<file path="config.mk">
export PLATFORM = sky130hd
export DESIGN_NAME = drive_operation_mode_select
export DESIGN_NICKNAME = d
export VERILOG_FILES = /design/src/pkg/opmode_pkg.sv /design/src/rtl/drive_operation_mode_select.sv
export VERILOG_INCLUDE_DIRS = /design/src /design/src/pkg
export SDC_FILE = /design/constraint.sdc
export NUM_CORES = 1
export LEC_CHECK = 0
export ABC_AREA = 1
export BUFFER_PORTS_ARGS = -buffer_cell sky130_fd_sc_hd__buf_2
export CORE_ASPECT_RATIO = 1.2
export CORE_UTILIZATION = 50
export CTS_BUF_LIST = sky130_fd_sc_hd__clkbuf_4
export DETAILED_ROUTE_END_ITERATION = 8
export PLACE_DENSITY = 0.88
export SLEW_MARGIN = 40
export SYNTH_ARGS = -nofsm -noshare
export SYNTH_HDL_FRONTEND = slang
export SYNTH_SLANG_ARGS = --single-unit
export TNS_END_PERCENT = 20
</file>
<file path="constraint.sdc">
create_clock -name i_clk -period 6.6 [get_ports i_clk]
set_input_delay 0.99 -clock i_clk [delete_from_list [all_inputs] [get_ports i_clk]]
set_output_delay 0.99 -clock i_clk [all_outputs]
set_load 0.02 [all_outputs]
</file>
<file path="src/pkg/opmode_defs.svh">
`ifndef OPMODE_DEFS_SVH
`define OPMODE_DEFS_SVH

// ============================================================
// Operation mode select setting values
`define SEL_EXT_PANEL   3'h0
`define SEL_PANEL_ONLY  3'h1
`define SEL_EXT_ONLY    3'h2
`define SEL_COMBINED1   3'h3
`define SEL_COMBINED2   3'h4
`define SEL_SWITCHOVER  3'h6
`define SEL_INTERLOCK   3'h7
`define SEL_RESET       3'h0

// ============================================================
// Widths and reset values
`define FREQ_W          16
`define FREQ_RESET      16'h0000

`endif

</file>
<file path="src/pkg/opmode_pkg.sv">
`include "opmode_defs.svh"

package opmode_pkg;

    // ============================================================
    // Types
    typedef enum logic [2:0] {
        MODE_EXTERNAL,
        MODE_PANEL_UNIT,
        MODE_NETWORK,
        MODE_COMBINED1,
        MODE_COMBINED2
    } mode_t;

    typedef struct packed {
        logic forward_start_input;
        logic reverse_start_input;
        logic terminal4_select_input;
        logic inching_speed_input;
        logic multi_speed_input;
        logic panel_interlock_input;
        logic output_stop_input;
        logic key_run_fwd;
        logic key_run_rev;
        logic key_stop;
        logic key_panel_unit;
        logic key_external;
    } term_pins_t;

    typedef struct packed {
        logic [`FREQ_W-1:0] analog2;
        logic [`FREQ_W-1:0] analog4;
        logic [`FREQ_W-1:0] multi;
        logic [`FREQ_W-1:0] inching;
    } freq_in_t;

    typedef struct packed {
        logic               to_network;
        logic               to_external;
        logic               set_run;
        logic               run_fwd;
        logic               run_rev;
        logic               set_freq;
        logic [`FREQ_W-1:0] freq;
    } net_cmd_t;

endpackage : opmode_pkg

</file>
<file path="src/rtl/drive_operation_mode_select.sv">
`timescale 1ns/10ps
`include "opmode_defs.svh"

module drive_operation_mode_select (
    input  wire logic                   i_clk,
    input  wire logic                   i_srst,
    input  wire opmode_pkg::term_pins_t i_pins,
    input  wire opmode_pkg::freq_in_t   i_freq_ext,
    input  wire logic [`FREQ_W-1:0]     i_panel_freq,
    input  wire logic                   i_panel_freq_wr,
    input  wire logic                   i_net_cmd_valid,
    input  wire opmode_pkg::net_cmd_t   i_net_cmd,
    input  wire logic                   i_motor_running,
    input  wire logic [2:0]             i_mode_sel_init,
    input  wire logic                   i_interlock_assigned,
    input  wire logic                   i_ostop_assigned,
    input  wire logic                   i_stop_key_all,
    input  wire logic                   i_param_wr,
    input  wire logic                   i_param_is_mode_sel,
    input  wire logic [2:0]             i_param_data,
    input  wire logic                   i_param_ext_writable,
    input  wire logic                   i_param_write_enabled,
    output opmode_pkg::mode_t           o_mode,
    output logic [2:0]                  o_mode_sel,
    output logic                        o_run_fwd,
    output logic                        o_run_rev,
    output logic [`FREQ_W-1:0]          o_freq_cmd,
    output logic                        o_output_stop,
    output logic                        o_param_wr_ok,
    output logic                        o_param_wr_rej,
    output logic                        o_switch_refused
);
    import opmode_pkg::*;

    localparam int PIN_W = $bits(term_pins_t);

    // ============================================================
    // Pin filtering
    logic [PIN_W-1:0] s1_r;
    logic [PIN_W-1:0] s2_r;
    logic [PIN_W-1:0] s3_r;
    logic [PIN_W-1:0] flt_r;
    term_pins_t       pin;
    term_pins_t       pin_prev_r;

    always_ff @(posedge i_clk)
    begin
        if (i_srst)
        begin
            s1_r <= '0;
            s2_r <= '0;
            s3_r <= '0;
        end
        else
        begin
            s1_r <= i_pins;
            s2_r <= s1_r;
            s3_r <= s2_r;
        end
    end

    // A level counts only once two successive samples agree, which rejects contact bounce.
    for (genvar b = 0; b < PIN_W; b++)
    begin : g_filter
        always_ff @(posedge i_clk)
        begin
            if (i_srst)
                flt_r[b] <= 1'b0;
            else if (s2_r[b] == s3_r[b])
                flt_r[b] <= s3_r[b];
        end
    end

    assign pin = flt_r;

    always_ff @(posedge i_clk)
    begin
        if (i_srst)
            pin_prev_r <= '0;
        else
            pin_prev_r <= pin;
    end

    // ============================================================
    // State and requests
    mode_t              mode_r;
    mode_t              mode_nxt;
    logic [2:0]         sel_r;
    logic               init_r;
    logic               il;
    logic               il_prev_r;
    logic               il_fall;
    logic               stopped;
    logic               req_panel;
    logic               req_ext;
    logic               req_net;
    logic               req_net_ext;
    logic               refused;
    logic               wr_ok;
    logic               sel_wr;
    logic               stop_hold_r;
    logic [`FREQ_W-1:0] pu_freq_r;
    logic               pu_fwd_r;
    logic               pu_rev_r;
    logic [`FREQ_W-1:0] net_freq_r;
    logic               net_fwd_r;
    logic               net_rev_r;
    logic [`FREQ_W-1:0] ext_freq;
    logic [`FREQ_W-1:0] freq_nxt;
    logic               fwd_nxt;
    logic               rev_nxt;

    function automatic mode_t start_mode(input logic [2:0] sel);
        case (sel)
            `SEL_PANEL_ONLY: start_mode = MODE_PANEL_UNIT;
            `SEL_COMBINED1:  start_mode = MODE_COMBINED1;
            `SEL_COMBINED2:  start_mode = MODE_COMBINED2;
            default:         start_mode = MODE_EXTERNAL;
        endcase
    endfunction : start_mode

    function automatic logic path_ok(input logic [2:0] sel, input logic ilk, input mode_t f, input mode_t t);
        case (sel)
            `SEL_EXT_PANEL, `SEL_SWITCHOVER: path_ok = 1'b1;
            `SEL_EXT_ONLY:  path_ok = (t != MODE_PANEL_UNIT) && (f != MODE_PANEL_UNIT);
            `SEL_INTERLOCK: path_ok = ilk || ((f != MODE_EXTERNAL) && (t != MODE_EXTERNAL));
            default:        path_ok = 1'b0;
        endcase
    endfunction : path_ok

    // The output-stop input stands in for an unassigned interlock terminal.
    assign il = i_interlock_assigned ? pin.panel_interlock_input :
                i_ostop_assigned ? pin.output_stop_input : 1'b1;
    assign il_fall = il_prev_r && !il;
    assign stopped = !i_motor_running;
    assign req_ext = pin.key_external && !pin_prev_r.key_external && (mode_r == MODE_PANEL_UNIT);
    assign req_panel = pin.key_panel_unit && !pin_prev_r.key_panel_unit &&
                       ((mode_r == MODE_EXTERNAL) || (mode_r == MODE_NETWORK));
    assign req_net = i_net_cmd_valid && i_net_cmd.to_network &&
                     ((mode_r == MODE_EXTERNAL) || (mode_r == MODE_PANEL_UNIT));
    assign req_net_ext = i_net_cmd_valid && i_net_cmd.to_external && (mode_r == MODE_NETWORK);

    // Writes of the mode select setting are a parameter write too.
    always_comb
    begin
        if (i_param_is_mode_sel)
            wr_ok = stopped;
        else if ((sel_r == `SEL_INTERLOCK) && !il)
            wr_ok = 1'b0;
        else
            wr_ok = i_param_write_enabled && ((mode_r != MODE_EXTERNAL) || i_param_ext_writable);
    end

    assign sel_wr = i_param_wr && i_param_is_mode_sel && wr_ok;

    // ============================================================
    // Mode transitions
    always_comb
    begin
        mode_t t;
        t = mode_r;
        mode_nxt = mode_r;
        refused = 1'b0;
        if (req_ext)
            t = MODE_EXTERNAL;
        else if (req_panel)
            t = MODE_PANEL_UNIT;
        else if (req_net)
            t = MODE_NETWORK;
        else if (req_net_ext)
            t = MODE_EXTERNAL;
        if (init_r)
            mode_nxt = start_mode(i_mode_sel_init);
        else if (sel_wr)
            mode_nxt = start_mode(i_param_data);
        else if ((sel_r == `SEL_INTERLOCK) && il_fall)
            mode_nxt = MODE_EXTERNAL;
        else if (t != mode_r)
        begin
            // Only switchover lets a requested switch go through under a running motor.
            if (path_ok(sel_r, il, mode_r, t) && (stopped || (sel_r == `SEL_SWITCHOVER)))
                mode_nxt = t;
            else
                refused = 1'b1;
        end
    end

    always_ff @(posedge i_clk)
    begin
        if (i_srst)
        begin
            mode_r <= MODE_EXTERNAL;
            sel_r <= `SEL_RESET;
            init_r <= 1'b1;
            il_prev_r <= 1'b1;
        end
        else
        begin
            mode_r <= mode_nxt;
            init_r <= 1'b0;
            il_prev_r <= il;
            if (init_r)
                sel_r <= i_mode_sel_init;
            else if (sel_wr)
                sel_r <= i_param_data;
        end
    end

    // ============================================================
    // Held commands
    // Entering panel-unit or network mode copies the command in force, so the motor carries on.
    // These copies live only in flip-flops and vanish at reset.
    always_ff @(posedge i_clk)
    begin
        if (i_srst)
        begin
            pu_freq_r <= `FREQ_RESET;
            pu_fwd_r <= 1'b0;
            pu_rev_r <= 1'b0;
        end
        else if ((mode_nxt == MODE_PANEL_UNIT) && (mode_r != MODE_PANEL_UNIT))
        begin
            pu_freq_r <= o_freq_cmd;
            pu_fwd_r <= o_run_fwd;
            pu_rev_r <= o_run_rev;
        end
        else
        begin
            if (i_panel_freq_wr)
                pu_freq_r <= i_panel_freq;
            if (pin.key_stop && !pin_prev_r.key_stop)
            begin
                pu_fwd_r <= 1'b0;
                pu_rev_r <= 1'b0;
            end
            else if (pin.key_run_fwd && !pin_prev_r.key_run_fwd)
            begin
                pu_fwd_r <= 1'b1;
                pu_rev_r <= 1'b0;
            end
            else if (pin.key_run_rev && !pin_prev_r.key_run_rev)
            begin
                pu_fwd_r <= 1'b0;
                pu_rev_r <= 1'b1;
            end
        end
    end

    always_ff @(posedge i_clk)
    begin
        if (i_srst)
        begin
            net_freq_r <= `FREQ_RESET;
            net_fwd_r <= 1'b0;
            net_rev_r <= 1'b0;
        end
        else if ((mode_nxt == MODE_NETWORK) && (mode_r != MODE_NETWORK))
        begin
            net_freq_r <= o_freq_cmd;
            net_fwd_r <= o_run_fwd;
            net_rev_r <= o_run_rev;
        end
        else if (i_net_cmd_valid && (mode_r == MODE_NETWORK))
        begin
            if (i_net_cmd.set_freq)
                net_freq_r <= i_net_cmd.freq;
            if (i_net_cmd.set_run)
            begin
                net_fwd_r <= i_net_cmd.run_fwd && !i_net_cmd.run_rev;
                net_rev_r <= i_net_cmd.run_rev && !i_net_cmd.run_fwd;
            end
        end
    end

    // ============================================================
    // Command sources
    always_comb
    begin
        if (pin.terminal4_select_input)
            ext_freq = i_freq_ext.analog4;
        else if (pin.multi_speed_input)
            ext_freq = i_freq_ext.multi;
        else if (pin.inching_speed_input)
            ext_freq = i_freq_ext.inching;
        else
            ext_freq = i_freq_ext.analog2;
    end

    always_comb
    begin
        freq_nxt = ext_freq;
        fwd_nxt = pin.forward_start_input && !pin.reverse_start_input;
        rev_nxt = pin.reverse_start_input && !pin.forward_start_input;
        case (mode_r)
            MODE_PANEL_UNIT:
            begin
                freq_nxt = pu_freq_r;
                fwd_nxt = pu_fwd_r;
                rev_nxt = pu_rev_r;
            end
            MODE_NETWORK:
            begin
                freq_nxt = net_freq_r;
                fwd_nxt = net_fwd_r;
                rev_nxt = net_rev_r;
            end
            MODE_COMBINED1:
            begin
                if (pin.multi_speed_input)
                    freq_nxt = i_freq_ext.multi;
                else if (pin.terminal4_select_input)
                    freq_nxt = i_freq_ext.analog4;
                else
                    freq_nxt = pu_freq_r;
            end
            MODE_COMBINED2:
            begin
                fwd_nxt = pu_fwd_r;
                rev_nxt = pu_rev_r;
            end
            default:
            begin
                freq_nxt = ext_freq;
            end
        endcase
    end

    // The stop key outside panel-unit mode holds the motor until every start source is released.
    always_ff @(posedge i_clk)
    begin
        if (i_srst)
            stop_hold_r <= 1'b0;
        else if (i_stop_key_all && pin.key_stop && !pin_prev_r.key_stop && (mode_r != MODE_PANEL_UNIT))
            stop_hold_r <= 1'b1;
        else if (!fwd_nxt && !rev_nxt)
            stop_hold_r <= 1'b0;
    end

    // ============================================================
    // Outputs
    always_ff @(posedge i_clk)
    begin
        if (i_srst)
        begin
            o_freq_cmd <= `FREQ_RESET;
            o_run_fwd <= 1'b0;
            o_run_rev <= 1'b0;
            o_output_stop <= 1'b0;
            o_param_wr_ok <= 1'b0;
            o_param_wr_rej <= 1'b0;
            o_switch_refused <= 1'b0;
        end
        else
        begin
            o_freq_cmd <= freq_nxt;
            o_run_fwd <= fwd_nxt && !stop_hold_r;
            o_run_rev <= rev_nxt && !stop_hold_r;
            o_output_stop <= ((sel_r == `SEL_INTERLOCK) && il && (mode_r == MODE_EXTERNAL)) ||
                             (i_ostop_assigned && pin.output_stop_input &&
                              !((sel_r == `SEL_INTERLOCK) && !i_interlock_assigned));
            o_param_wr_ok <= i_param_wr && wr_ok;
            o_param_wr_rej <= i_param_wr && !wr_ok;
            o_switch_refused <= refused;
        end
    end

    assign o_mode = mode_r;
    assign o_mode_sel = sel_r;
endmodule : drive_operation_mode_select

</file>
==> run summary <==
status: complete, no violations
Seq cells post-synth: 120
RSZ-0062 raised after global routing: no
final wirelength: 15800 um
Clock Latency Late Sink: 540 ps
final setup TNS: 0 ps
pins over their slew limit: 0
Crit Path Category: reg2reg
Hold Vio Cnt, Final: 0
fin nets: 1097
min cycle time layout: 2740 ps
GRT overflow: 0
arrival time worst endpoint: 3170 ps
first-pass GRT wire length: 25000 um
worst-path maximum fanout: 20
largest net degree at the start of global routing: 85
Crit path largest cell delay: 490 ps
Post-Synthesis Cells: 826
Syn Area/Cell: 7.06 sq um
Layout Cells excl Fill: 1133
Max Fclk: 365 MHz
Layout area overhead: 19.0%
Hold Crit Class: reg2reg
final critical-path share of the clock period: 41.5%
Synth cell types: 41
most used cell, CP: nand2_2
HPWL Detailed: 11700 um
final hold slack: 404 ps
Slew @ Worst Pin: 768 ps
Hold-fix buffers, CTS: 0
Max VDD drop: 0.000101 V
placed cell area: 0.00666 sq mm
Top Ports: 160
Hold Path Depth: 2
Post-Syn Nets: 958
PostCTS Resize Cnt: 0
endpoints failing setup: 0
slowest CP cell: dfxtp_1
FP Rows: 42
sequential cell area: 0.00240 sq mm
vias per inst: 5.32
core box area: 0.0112 sq mm
TritonCTS clock tree: yes
Post-CTS Setup Bufs: 0
Die H: 120 um
Sink Count: 120
CP required: 7030 ps
kind of start point of the critical path: register
Via Count: 6023
vias in the first global route: 5321
leakage power: 3.29 nW
Final Skew: 20.2 ps
port bufs: 159
critical-path cell list: nor2_2 -> nand2_4 -> inv_2 -> nor4_1 -> a21oi_2 -> nand2_2 -> nand3_1 -> nand3_1 -> nand2_1 -> nand2_2 -> nand2_4 -> nand2_2 -> nand2_2 -> nor3_1 -> nor2_1
fillers: 1016
Die ar.: 0.0121 sq mm
initial antenna violation count: 1
width of the die: 101 um
H-tree depth: 4
CTS Root Cell: clkbuf_4
Ys Warns: 0
Clock transition at path regs: 110 ps
area of the multi-input gates: 0.00283 sq mm
Power Dens Cells: 232 mW/mm^2
Relative slew margins: 48.6%
Iteration-0 DRC Markers: 721
r2r setup slk: 3860 ps
maxcap violations: 0
Initial Util: 52.1%
commonest non-fill, non-tap cells in the layout: buf_2 (158), nand2_1 (148), dfxtp_1 (119), nor2_1 (111), inv_1 (105)
most common cell after layout, fill and taps aside: buf_2
Final WS setup: 3860 ps
reg2reg path depth: 15
drt first pass iters: 9
Synth Cell Area: 0.00583 sq mm
Placed Cells: 1100
Placer Congestion: 0.878
Residual DRC: 0
post-route antenna net violation count: 0
endpoint type of the worst setup path: register
sequential element share of the synthesized area: 41.2%
final instance area: 0.00694 sq mm
WL/cell: 13.9 um
clock tree buffer depth: 2
layout cells sized above 1: 23.7%
TritonCTS buffer count: 17
post-place setup slack: 3390 ps
GRT Total Usage: 26.7%
==> power by group <==
group | internal (mW) | switching [mW]
registers | 0.771 | 0.0356
logic | 0.109 | 0.176
clock network | 0.225 | 0.295
total | 1.10 | 0.506
==> cell usage after synthesis <==
| cell type | number | area share, % |
|---|---|---|
| o21bai_1 | 1 | 0.13 |
| nor3_1 | 20 | 1.7 |
| nor2_4 | 1 | 0.19 |
| nand4_1 | 1 | 0.11 |
| or2_2 | 1 | 0.11 |
| buf_2 | 5 | 0.43 |
| a41oi_1 | 1 | 0.15 |
| nor2_8 | 1 | 0.34 |
| dfxtp_1 | 120 | 41 |
| clkinv_1 | 2 | 0.13 |
| inv_2 | 2 | 0.13 |
| inv_1 | 105 | 6.8 |
| a21oi_4 | 1 | 0.28 |
| mux2i_1 | 16 | 2.7 |
| clkbuf_1 | 31 | 2.0 |
| a211oi_1 | 8 | 1.0 |
| a21oi_1 | 66 | 5.7 |
| a32oi_1 | 1 | 0.15 |
| o21ai_1 | 1 | 0.086 |
| o211ai_1 | 1 | 0.13 |
| o22ai_1 | 8 | 0.86 |
| nand2_2 | 8 | 0.86 |
| nand2_4 | 2 | 0.39 |
| nand3_4 | 1 | 0.30 |
| a21oi_2 | 13 | 2.0 |
| buf_1 | 1 | 0.064 |
| o21ai_2 | 2 | 0.30 |
| nor2_2 | 4 | 0.43 |
| nor3_2 | 1 | 0.17 |
| a221oi_1 | 10 | 1.5 |
| nand2_1 | 148 | 9.5 |
| a311oi_1 | 6 | 0.90 |
| a31oi_1 | 1 | 0.11 |
| nand3_2 | 1 | 0.17 |
| nand3_1 | 30 | 2.6 |
| buf_4 | 1 | 0.13 |
| o21a_1 | 16 | 2.1 |
| buf_6 | 4 | 0.77 |
| o21ai_0 | 70 | 6.0 |
| nor4_1 | 3 | 0.32 |
| nor2_1 | 111 | 7.1 |
==> metrics by stage <==
stage | power, mW | util [%]
finish | 1.61 | 62.0
global route | 1.68 | 62.0
CTS | 1.61 | 62.0
detailed placement | 1.10 | 59.5
global placement | 1.09 | 59.4
floorplan | 1.00 | -
==> layer usage <==
metal  vias up  global-route usage, %  wire [um]
li1       2980                      -          -
met1      2643                   35.7       6780
met2       359                   40.7       7080
met3        41                   6.71       1480
met4         0                   11.4        459
met5         -                      0          0
==> worst max-delay path, delay by kind of cell (launching register included) <==
| family | cells | cell delay, ps |
|---|---|---|
| simple gates | 13 | 1860 |
| flops | 1 | 490 |
| buf+inv | 1 | 160 |
| compound gates | 1 | 100 |
==> layout make-up <==
cell class                 instances  area share [%]
antenna                            1          0.0360
multi-input combinational        555            40.7
inverter                         109            5.89
clock buffer                      17            1.84
tap                              154            2.78
sequential                       120            34.6
timing repair buffer             162            11.9
clock inverter                    15            2.22
==> kinds of logic (layout without fill, tap and decap cells) <==
family	after synthesis	in the layout	share of synthesized area (%)
flip-flops	120	120	41.2
buffers and inverters	151	303	10.4
multiplexers	16	16	2.75
AO/OA/AOI/OAI	206	206	21.3
AND/OR/NAND/NOR	333	333	24.4
other	0	1	0
==> sequential cells by signal, summed over array words and instances, names as in the netlist, 3 cells and up <==
register,flops
flt_r,12
net_freq_r,16
o_freq_cmd,16
o_mode,3
o_mode_sel,3
pin_prev_r,5
pu_freq_r,16
s1_r,12
s2_r,12
s3_r,12
==> path summary, 6_finish.rpt <==
kind                   from        to
setup / recovery  o_mode[1]  pu_rev_r
hold / removal      s1_r[6]   s2_r[6]
setup reg to reg  o_mode[1]  pu_rev_r
hold reg to reg     s1_r[6]   s2_r[6]
Note: power is estimated with default switching activity, not from simulation.
